File: src/core/buck_seq_defines.svh
// Constants for the buck startup and fault sequencer
`ifndef BUCK_SEQ_DEFINES_SVH
`define BUCK_SEQ_DEFINES_SVH

// ==========================================================
// Register byte offsets
`define SEQ_REG_CTRL 8'h00
`define SEQ_REG_STATUS 8'h04
`define SEQ_REG_SSREF 8'h08
`define SEQ_REG_HICCUPS 8'h0C

// ==========================================================
// Field positions and reset values
`define SEQ_CTRL_EN_BIT 0
`define SEQ_CTRL_RST 1'b1

// ==========================================================
// Timebase and timing figures
`define SEQ_CLK_MHZ 50
`define SEQ_TICK_NS 1000
`define SEQ_TICK_CYC (`SEQ_TICK_NS * `SEQ_CLK_MHZ / 1000)
`define SEQ_SS_FINAL_MV 1500
`define SEQ_SS_SLOPE_UV_PER_US 400
`define SEQ_SS_TICKS (`SEQ_SS_FINAL_MV * 1000 / `SEQ_SS_SLOPE_UV_PER_US)
`define SEQ_HICCUP_US 20480
`define SEQ_SAMPLE_NS 30
`define SEQ_SAMPLE_CYC ((`SEQ_SAMPLE_NS * `SEQ_CLK_MHZ + 999) / 1000)
`define SEQ_SHORT_NS 40
`define SEQ_SHORT_CYC (`SEQ_SHORT_NS * `SEQ_CLK_MHZ / 1000)
`define SEQ_PB_PULSES 16
`define SEQ_PB_STEPS 8
`define SEQ_ZC_CYCLES 256

`endif

File: src/core/buck_seq_pkg.sv
// Types shared by the buck startup and fault sequencer
package buck_seq_pkg;

  // ========================================================
  // Sequencer states, one-hot
  typedef enum logic [4:0]
  {
    ST_OFF = 5'b00001,
    ST_SOFT = 5'b00010,
    ST_RUN = 5'b00100,
    ST_HICCUP = 5'b01000,
    ST_HOT = 5'b10000
  } seq_state_e;

  // ========================================================
  // Comparator and strap inputs, as one bundle
  typedef struct packed
  {
    logic [1:0] strap;
    logic ovp;
    logic hot;
    logic zc;
    logic oc;
    logic osc;
    logic pwm;
    logic en;
    logic bias;
  } pin_s;

  // ========================================================
  // Whole state of the sequencer
  typedef struct packed
  {
    pin_s s1;
    pin_s s2;
    pin_s s3;
    pin_s flt;
    seq_state_e st;
    logic [5:0] tick_cnt;
    logic [11:0] ss_ref;
    logic [14:0] hic_cnt;
    logic [7:0] per_cnt;
    logic [7:0] per_len;
    logic [3:0] pb_step;
    logic [4:0] pb_pulse;
    logic hs_seen;
    logic ls_on;
    logic [7:0] ls_cnt;
    logic [7:0] ls_len;
    logic [1:0] samp_cnt;
    logic oc_lat;
    logic [8:0] zc_cnt;
    logic zc_seen;
    logic bias_low;
    logic hs_out;
    logic ls_out;
    logic sv;
    logic ctrl_en;
    logic [1:0] strap;
    logic strap_taken;
    logic [15:0] hiccups;
    logic [31:0] prdata;
  } seq_s;

endpackage

File: src/core/buck_startup_fault_sequencer.sv
// Startup, pre-bias, current sampling and fault sequencer for a buck
//
// Contract
// - Drivers off unless bias and enable valid
// - Supply-valid flag launches soft-start
// - Turn on only above enable rising threshold
// - Enable low shuts both drivers off
// - Low side off until first high pulse
// - Low pulse starts at eighth, steps eighths
// - Sixteen pulses per step, eight steps
// - Reference ramps 0.4mV/us up to 1.5V
// - Overcurrent and overvoltage active during ramp
// - Current limit chosen from three-way strap
// - Sample 30ns, eighth period before valley
// - Short low pulse: sample 40ns in
// - Flag overcurrent when sample exceeds limit
// - Overcurrent latches, reference zero 20.48ms
// - After hiccup clear flag, restart, repeat
// - Thermal trip: switches off, ramp reset
// - Auto restart when temperature trip releases
// - Bias 4.4V light load, else 6.8V; code also selects 4.4V (bias_low high) from reset and while off
// - Support 300kHz to 1500kHz switching
// - Low bias after 256 zero-crossing cycles
//
// Implementation choices: the placing of the registers and register access over APB.
`timescale 1ns/1ps
`include "buck_seq_defines.svh"

module buck_startup_fault_sequencer
#(
  parameter logic [11:0] SS_TICKS = 12'(`SEQ_SS_TICKS),
  parameter logic [14:0] HICCUP_TICKS = 15'(`SEQ_HICCUP_US)
)
(
  // Clock and reset
  input wire logic pclk,
  input wire logic presetn,
  // APB slave
  input wire logic psel,
  input wire logic penable,
  input wire logic pwrite,
  input wire logic [7:0] paddr,
  input wire logic [31:0] pwdata,
  output logic [31:0] prdata,
  output logic pready,
  output logic pslverr,
  // Analog comparators and straps
  input wire logic bias_ok,
  input wire logic enable_ok,
  input wire logic pwm_request,
  input wire logic osc_clock,
  input wire logic oc_over_limit,
  input wire logic zero_cross,
  input wire logic thermal_trip,
  input wire logic overvoltage,
  input wire logic [1:0] limit_select_strap,
  // Power stage and bias control
  output logic high_side_switch,
  output logic low_side_switch,
  output logic supply_valid,
  output logic [11:0] ss_ref,
  output logic oc_sample,
  output logic [1:0] oc_limit_sel,
  output logic bias_low,
  output logic oc_fault,
  output logic thermal_off
);

  buck_seq_pkg::seq_s q;
  buck_seq_pkg::seq_s d;
  buck_seq_pkg::pin_s pins;
  logic tick;
  logic osc_rise;
  logic supply_ok;
  logic drive_en;
  logic active;
  logic hs_fall;
  logic samp_on;
  logic oc_event;
  logic [15:0] lim16;
  logic [7:0] ls_limit;
  logic [7:0] eighth;
  logic apb_wr;
  logic apb_setup;
  logic mapped;

  // ========================================================
  // Pin bundle
  assign pins = '{strap: limit_select_strap, ovp: overvoltage,
                  hot: thermal_trip, zc: zero_cross, oc: oc_over_limit,
                  osc: osc_clock, pwm: pwm_request, en: enable_ok,
                  bias: bias_ok};

  // ========================================================
  // APB decode; zero wait states
  assign apb_setup = psel && !penable;
  assign apb_wr = psel && penable && pwrite;
  assign mapped = (paddr == `SEQ_REG_CTRL) || (paddr == `SEQ_REG_STATUS) ||
                  (paddr == `SEQ_REG_SSREF) || (paddr == `SEQ_REG_HICCUPS);
  assign pready = 1'b1;
  assign pslverr = psel && penable && !mapped;

  // ========================================================
  // Next state of the whole sequencer
  always_comb
  begin
    d = q;
    // Three-stage pin sync; a change counts once stages 2 and 3 agree
    d.s1 = pins;
    d.s2 = q.s1;
    d.s3 = q.s2;
    // Hold the filtered bit while stages disagree, else follow stage 3
    d.flt = (q.flt & (q.s2 ^ q.s3)) | (q.s3 & ~(q.s2 ^ q.s3));
    osc_rise = d.flt.osc && !q.flt.osc;
    // Fixed microsecond timebase, independent of switching rate
    tick = (q.tick_cnt == 6'(`SEQ_TICK_CYC - 1));
    d.tick_cnt = tick ? 6'h00 : q.tick_cnt + 6'h01;
    // Comparators carry the 1.2V / 1.0V enable hysteresis
    supply_ok = q.flt.bias && q.flt.en && q.ctrl_en;
    active = (q.st == buck_seq_pkg::ST_SOFT) ||
             (q.st == buck_seq_pkg::ST_RUN);
    // Overvoltage cuts both drivers in ramp and run alike
    drive_en = supply_ok && active && !q.flt.hot &&
               !q.flt.ovp;
    d.sv = supply_ok;
    // Strap is static; catch it once the syncs have settled
    if (!q.strap_taken && tick)
    begin
      d.strap = q.flt.strap;
      d.strap_taken = 1'b1;
    end
    // Period measurement; widest period fits 8 bits at 300kHz
    d.per_cnt = (q.per_cnt == 8'hFF) ? q.per_cnt : q.per_cnt + 8'h01;
    if (osc_rise)
    begin
      d.per_len = q.per_cnt + 8'h01;
      d.per_cnt = 8'h00;
    end
    eighth = {3'b000, q.per_len[7:3]};
    // Low pulse length: period times step, in eighths
    lim16 = {8'h00, q.per_len} * {12'h000, q.pb_step};
    ls_limit = lim16[10:3];
    // High side follows the analog modulator
    d.hs_out = drive_en && q.flt.pwm;
    if (d.hs_out)
    begin
      d.hs_seen = 1'b1;
    end
    hs_fall = q.hs_out && !d.hs_out;
    // Low side runs from high-side fall for the allowed width
    if (hs_fall && q.hs_seen)
    begin
      d.ls_on = 1'b1;
      d.ls_cnt = 8'h00;
    end
    else if (q.ls_on)
    begin
      d.ls_cnt = q.ls_cnt + 8'h01;
      if (d.hs_out || osc_rise || (q.ls_cnt + 8'h01 >= ls_limit))
      begin
        d.ls_on = 1'b0;
        d.ls_len = q.ls_cnt + 8'h01;
      end
    end
    d.ls_out = drive_en && d.ls_on && !d.hs_out &&
               q.hs_seen;
    // Pre-bias steps counted in switching pulses
    if (osc_rise && q.hs_seen && q.pb_step != 4'(`SEQ_PB_STEPS))
    begin
      d.pb_pulse = q.pb_pulse + 5'h01;
      if (q.pb_pulse == 5'(`SEQ_PB_PULSES - 1))
      begin
        d.pb_pulse = 5'h00;
        d.pb_step = q.pb_step + 4'h1;
      end
    end
    // Valley sample window; short low pulses sample early
    if (q.ls_on && q.samp_cnt == 2'b00)
    begin
      if (q.ls_len >= eighth && q.per_cnt == q.per_len - eighth)
      begin
        d.samp_cnt = 2'(`SEQ_SAMPLE_CYC);
      end
      else if (q.ls_len < eighth && q.ls_cnt == 8'(`SEQ_SHORT_CYC))
      begin
        d.samp_cnt = 2'(`SEQ_SAMPLE_CYC);
      end
    end
    else if (q.samp_cnt != 2'b00)
    begin
      d.samp_cnt = q.samp_cnt - 2'b01;
    end
    samp_on = (q.samp_cnt != 2'b00) && q.ls_out;
    oc_event = samp_on && q.flt.oc && active;
    // Light-load detector drops gate bias after a long zc run
    if (q.flt.zc)
    begin
      d.zc_seen = 1'b1;
    end
    if (osc_rise && q.hs_seen)
    begin
      d.zc_seen = 1'b0;
      if (q.zc_seen)
      begin
        if (q.zc_cnt != 9'(`SEQ_ZC_CYCLES))
        begin
          d.zc_cnt = q.zc_cnt + 9'h001;
        end
        d.bias_low = (d.zc_cnt == 9'(`SEQ_ZC_CYCLES));
      end
      else
      begin
        d.zc_cnt = 9'h000;
        d.bias_low = 1'b0;
      end
    end
    // Sequencer state machine
    case (q.st)
      buck_seq_pkg::ST_OFF:
      begin
        d.ss_ref = 12'h000;
        d.bias_low = 1'b1;
        if (supply_ok)
        begin
          d.st = buck_seq_pkg::ST_SOFT;
          d.bias_low = 1'b0;
          d.zc_cnt = 9'h000;
        end
      end
      buck_seq_pkg::ST_SOFT, buck_seq_pkg::ST_RUN:
      begin
        if (q.st == buck_seq_pkg::ST_SOFT && tick)
        begin
          d.ss_ref = q.ss_ref + 12'h001;
          if (d.ss_ref == SS_TICKS)
          begin
            d.st = buck_seq_pkg::ST_RUN;
          end
        end
        if (!supply_ok)
        begin
          d.st = buck_seq_pkg::ST_OFF;
        end
        else if (q.flt.hot)
        begin
          d.st = buck_seq_pkg::ST_HOT;
          d.ss_ref = 12'h000;
        end
        else if (oc_event)
        begin
          d.st = buck_seq_pkg::ST_HICCUP;
          d.oc_lat = 1'b1;
          d.ss_ref = 12'h000;
          d.hic_cnt = 15'h0000;
          d.hiccups = q.hiccups + 16'h0001;
        end
      end
      buck_seq_pkg::ST_HICCUP:
      begin
        d.ss_ref = 12'h000;
        if (tick)
        begin
          d.hic_cnt = q.hic_cnt + 15'h0001;
        end
        if (!supply_ok)
        begin
          d.st = buck_seq_pkg::ST_OFF;
          d.oc_lat = 1'b0;
        end
        else if (tick && d.hic_cnt == HICCUP_TICKS)
        begin
          d.st = buck_seq_pkg::ST_SOFT;
          d.oc_lat = 1'b0;
        end
      end
      buck_seq_pkg::ST_HOT:
      begin
        d.ss_ref = 12'h000;
        if (!supply_ok)
        begin
          d.st = buck_seq_pkg::ST_OFF;
        end
        else if (!q.flt.hot)
        begin
          d.st = buck_seq_pkg::ST_SOFT;
        end
      end
      default:
      begin
        d.st = buck_seq_pkg::ST_OFF;
      end
    endcase
    // Each fresh start repeats the pre-bias pattern
    if (d.st == buck_seq_pkg::ST_SOFT && q.st != buck_seq_pkg::ST_SOFT)
    begin
      d.hs_seen = 1'b0;
      d.ls_on = 1'b0;
      d.pb_step = 4'h1;
      d.pb_pulse = 5'h00;
    end
    // Register writes take effect in the access phase
    if (apb_wr && paddr == `SEQ_REG_CTRL)
    begin
      d.ctrl_en = pwdata[`SEQ_CTRL_EN_BIT];
    end
    // Read data captured in setup so it stands registered
    if (apb_setup)
    begin
      case (paddr)
        `SEQ_REG_CTRL: d.prdata = {31'h0, q.ctrl_en};
        `SEQ_REG_STATUS: d.prdata = {18'h0, q.strap, q.sv, q.bias_low,
                                     q.oc_lat, q.pb_step, q.st};
        `SEQ_REG_SSREF: d.prdata = {20'h0, q.ss_ref};
        `SEQ_REG_HICCUPS: d.prdata = {16'h0, q.hiccups};
        default: d.prdata = 32'h0000_0000;
      endcase
    end
  end

  // ========================================================
  // State register
  always_ff @(posedge pclk or negedge presetn)
  begin
    if (!presetn)
    begin
      q <= '0;
      q.st <= buck_seq_pkg::ST_OFF;
      q.pb_step <= 4'h1;
      q.ctrl_en <= `SEQ_CTRL_RST;
      q.bias_low <= 1'b1;
    end
    else
    begin
      q <= d;
    end
  end

  // ========================================================
  // Outputs, all from flops
  assign prdata = q.prdata;
  assign high_side_switch = q.hs_out;
  assign low_side_switch = q.ls_out;
  assign supply_valid = q.sv;
  assign ss_ref = q.ss_ref;
  assign oc_sample = q.samp_cnt != 2'b00;
  assign oc_limit_sel = q.strap;
  assign bias_low = q.bias_low;
  assign oc_fault = q.oc_lat;
  assign thermal_off = q.st == buck_seq_pkg::ST_HOT;
endmodule

File: config.mk
export PLATFORM = sky130hd
export DESIGN_NAME = buck_startup_fault_sequencer
export DESIGN_NICKNAME = d
export VERILOG_FILES = /design/src/core/buck_seq_pkg.sv /design/src/core/buck_startup_fault_sequencer.sv
export VERILOG_INCLUDE_DIRS = /design/src /design/src/core
export SDC_FILE = /design/constraint.sdc
export NUM_CORES = 1
export LEC_CHECK = 0
export BUFFER_PORTS_ARGS = -buffer_cell sky130_fd_sc_hd__buf_2
export CAP_MARGIN = 10
export CORE_UTILIZATION = 44
export CTS_CLUSTER_DIAMETER = 150
export DETAILED_ROUTE_END_ITERATION = 16
export PLACE_DENSITY = 0.63
export SLEW_MARGIN = 20
export SYNTH_ARGS = -nofsm -noshare
export SYNTH_HDL_FRONTEND = slang
export SYNTH_SLANG_ARGS = --single-unit
export TNS_END_PERCENT = 1
File: constraint.sdc
create_clock -name pclk -period 5.64 [get_ports pclk]
set_input_delay 0.282 -clock pclk [delete_from_list [all_inputs] [get_ports pclk]]
set_output_delay 0.282 -clock pclk [all_outputs]
set_load 0.01 [all_outputs]
Word-level counts from Yosys, hierarchy flattened
Index checks and enable logic that the tools add are counted.
Widths: inputs -> output; s select.
- add/subtract/negate cells: 11
- order comparisons: 3
- bitwise gates (word level): 7
- muxes and demuxes: 53
- multiply operators: 1
- reductions and logical operators: 62
- equal/unequal tests: 26
- operator list (operator ; number):
    $mux 9 ; 9
    $pmux 16 s4 ; 1
    $mux 27 ; 2
    $mux 5 ; 10
    $mux 15 ; 3
    $pmux 15 s2 ; 1
    $logic_and 1x1->1 ; 29
    $mux 12 ; 2
    $pmux 12 s2 ; 1
    $mux 11 ; 2
    $and 10x10->10 ; 2
    $pmux 5 s4 ; 1
    $reduce_bool 2->1 ; 10
    $mux 17 ; 1
    $add 16x1->16 const B ; 1
    $add 8x1->8 const B ; 2
    $eq 8x4->1 const B ; 2
    $mux 16 ; 1
    $mux 8 ; 2
    $add 15x1->15 const B ; 1
    $eq 15x15->1 const B ; 1
    $add 12x1->12 const B ; 1
    $eq 12x12->1 const B ; 1
    $mul 8x4->11 ; 1
    44 further kinds ; 76
- bits in registers: 190
- input bits: 55
- word-level logic and storage cells: 224
- output and inout port bits: 55

Logic depth before layout (Yosys ltp)
- depth after elaboration: 14
- mapped depth: 21
- gate-level depth less buffers: 20

Worst setup path after synthesis
No wires, ideal clock.
- path kind: reg2reg
- from: register q[95] (netlist bit)
- to: register q[70] (netlist bit)
- slack: 1.114 ns
- setup time: 0.127 ns
- cell stages (with the launch flop): 19
- arrival time: 4.398 ns
- clock period less this slack: 4.526 ns
- path through: dfrtp_1 > clkbuf_1 > and2_1 > fa_1 > inv_1 > fa_1 > inv_1 > ha_1 > nand2_1 > o31ai_1 > a211oi_1 > o21bai_1 > a21oi_1 > xor2_1 > ha_1 > nand3_1 > o31a_1 > o21ai_2 > mux2_1
- cells in the longest elaborated chain, start to end: 4
- ends and longest elaborated chain (element ; line ; source):
    from (decl) ; buck_startup_fault_sequencer.sv:69 ; buck_seq_pkg::seq_s q;
    $mul 8x4->11 ; buck_startup_fault_sequencer.sv:141 ; lim16 = {8'h00, q.per_len} * {12'h000, q.pb_step};
    $ge 8x8->1 ; buck_startup_fault_sequencer.sv:159 ; if (d.hs_out || osc_rise || (q.ls_cnt + 8'h01 >= ls_limit))
    $logic_or 1x1->1 ; buck_startup_fault_sequencer.sv:159 ;
    $reduce_and 3->1 (no line) ; -- ;
Every way passes these cells.
A chain may end at the register's enable or synchronous reset.

Worst setup path after layout
- from: register q[95] (netlist bit)
- to: register q[74] (netlist bit)
The elaborated chain is that of the path after synthesis.

==> run metrics <==
Int Power=0.00208 W; worst hold slack=roughly 0.096 ns; post-DR vias/cell=5.27; Setup crit start=q[95]; CP required=5.95 ns; global-route usage over all layers=0.184; Yosys cell types=93; DRT antenna net count=0; number of port buffers=61; RSZ-0062 raised after global routing=no; Worst-path clk slew=0.07 ns; register area share after synthesis=0.424; 1st-iter DRT viols=425; synthesized area per cell=9.91 µm²; Clock Skew=0.0130 ns; P_leak=5.16 nW; Seq pwr share=0.466; 1st-pass router iterations=5; first-pass GRT wire length=35200 µm; FF-to-FF Start=q[95]; Yosys top cell by area=dfrtp_1; ratio of cells with drive above 1 in the final layout=0.146; CTS tree=built; reported net switching power=0.000864 W; placed insts=1342; Place WS=0.762 ns; pin count of the biggest net entering global routing=73; dpl hpwl=between 15000 and 20000 µm; num rows=55; Non-Filler Instances=1384; CP endpoint=q[74]; number of global-route vias before repair=7069; run status=finished clean; #FFs+latches synth=174; final hold vios=0; fin. max-slew vios=0; switching part of the total=0.294; post-route setup TNS=0 ns; routed len/inst=15.0 µm; Clock Sinks=174; Final Cycle Share=0.873; gr ovfl total=0; Root Driver=clkbuf_16; R2R Path End=q[74]; I/O pin cnt=110; MaxCap Viol Count=0; yosys warns=0; Yosys top cell area share=0.414; initial antenna violation count=0; worst-margin pin slew=between 1 and 1.5 ns; Slew HR=0.229; Core ar.=about 23000 µm²; GP Congestion=0.798; ant diodes=0; die footprint=24000 µm²; VDD IR max=0.188 mV; worst skew pair latency=approximately 0.43 ns; postcts setup bufs=0; Final Util=0.491; critical path type=register to register; final worst slack=slightly above 0.7 ns; worst-case reg-to-reg path depth=19; Clock Path Buffers=2; # setup viols final=0; crit path time final=between 4 and 5 ns; critical path data arrival time=5.24 ns; asr flop ratio synth=1.00; Vert. Die Dim=155 µm; P&R area growth vs syn=8.75%; synth cell count leaders=dfrtp_1, nand2_1, nor2_1; flop2flop setup slack=a little over 0.7 ns; DR vias=7287; HP Class=primary input to register; Post-synth EDFFs=0; CP Max Fanout=11; crit start category=register; Mapped Cells=1038; H-tree levels=4; # DRC=0; Initial Utilization=0.452; clock share of power=0.394; min-delay src=pwdata[0]; main flop type after synthesis=dfrtp_1; pwr dens=263 nW/µm²; die width=about 150 µm; number of nets in the layout=1172; main area contributors after synthesis=dfrtp_1, ha_1, xnor2_1, buf_4, nand2_1; maximum clock frequency=0.203 GHz; final WL=20800 µm; Worst setup EP type=register; synthesized area=10300 µm²; cts bufs inserted=17; Combinational Power Share=0.140; most numerous cell in the Yosys netlist=dfrtp_1
==> cells by family after synthesis <==
group / count (synthesis) / synth area share
AOI/OAI and AO/OA: 168 / 0.105
xor gates and xnor gates: 80 / 0.0681
adders and majority gates: 68 / 0.0898
buffers and inverters: 139 / 0.0744
DFF: 174 / 0.424
muxes: 35 / 0.0383
other: 2 / 0.000730
and+or+nand+nor: 372 / 0.200
==> placed cells by master (no fill, tap or decap), types with 19 or more instances in the layout <==
cell type and n:
inv_1 50, nand2_1 97, xor2_1 37, nand3_1 36, and3_1 21, ha_1 45
buf_2 60, dfrtp_1 170, o21ai_0 44, a21oi_1 36, nand4_1 19, nor2_1 82
xnor2_1 43
==> how the worst min path moves through the flow <==
stage	endpoint	cells after the start	slack, ns
after global routing	q[51]	2	0.09
after CTS	q[51]	2	0.08
final	q[51]	2	0.1
after global placement	d[171]	1	0.27
after detailed placement	d[171]	1	0.28
after floorplan	async pin	0	-0.01
==> worst max-delay path, stage by stage, from the launching register on <==
cell,delay [ns]
dfrtp_1,0.51
and2_1,0.22
fa_1,0.53
inv_1,0.05
fa_1,0.53
inv_1,0.04
ha_1,0.33
nand2_1,0.07
o31ai_1,0.41
a211oi_1,0.15
o21bai_1,0.17
a21oi_1,0.09
xor2_1,0.15
ha_1,0.31
nand3_1,0.10
o22ai_1,0.14
nor3_1,0.06
o31a_1,0.15
o21ai_2,0.41
mux2_1,0.37
==> through the flow <==
stage	area (µm²)	power, W
after floorplan	10300	0.00169
after global placement	10500	0.00179
after detailed placement	10500	0.00180
after CTS	11200	0.00298
after global routing	11200	0.00308
final	11200	0.00294
==> routing by layer <==
metal / part of all wire / GRT usage
met5: 0 / 0
met2: 0.45 / 0.287
met3: 0.028 / 0.0279
met1: 0.50 / 0.259
met4: 0.020 / 0.0688
==> registers in the layout, summed over array words and instances (netlist names), named ones only <==
signal / cells
eighth: 5
oc_limit_sel: 2
supply_valid: 1
ss_ref: 12
oc_fault: 1
q: 105
prdata: 16
d: 20
low_side_switch: 1
bias_low: 1
high_side_switch: 1
==> power by group through the flow <==
stage / logic, W / registers, W / clock network [W]
floorplan: 0.000328 / 0.00136 / 0
global placement: 0.000397 / 0.00139 / 0
detailed placement: 0.000406 / 0.00140 / 0
CTS: 0.000415 / 0.00137 / 0.00119
global route: 0.000466 / 0.00138 / 0.00124
finish: 0.000411 / 0.00137 / 0.00116
==> cell type report <==
cell class / instances / area (µm²)
clock inverters: 14 / 146
clock buffers: 17 / 425
multi-input cells: 740 / 5230
repair buffers: 76 / 452
well taps: 313 / 392
flip-flops and latches: 174 / 4360
inverters: 50 / 188
fillers: 2089 / 11600
==> what timing repair did <==
| item | 4_1_cts | 5_1_grt |
|---|---|---|
| hold buffers | 11 | 0 |
| endpoints found under the hold margin | 59 | 0 |
| gates resized for setup | 0 | 0 |
No activity file was read; power rests on OpenSTA's default activity.
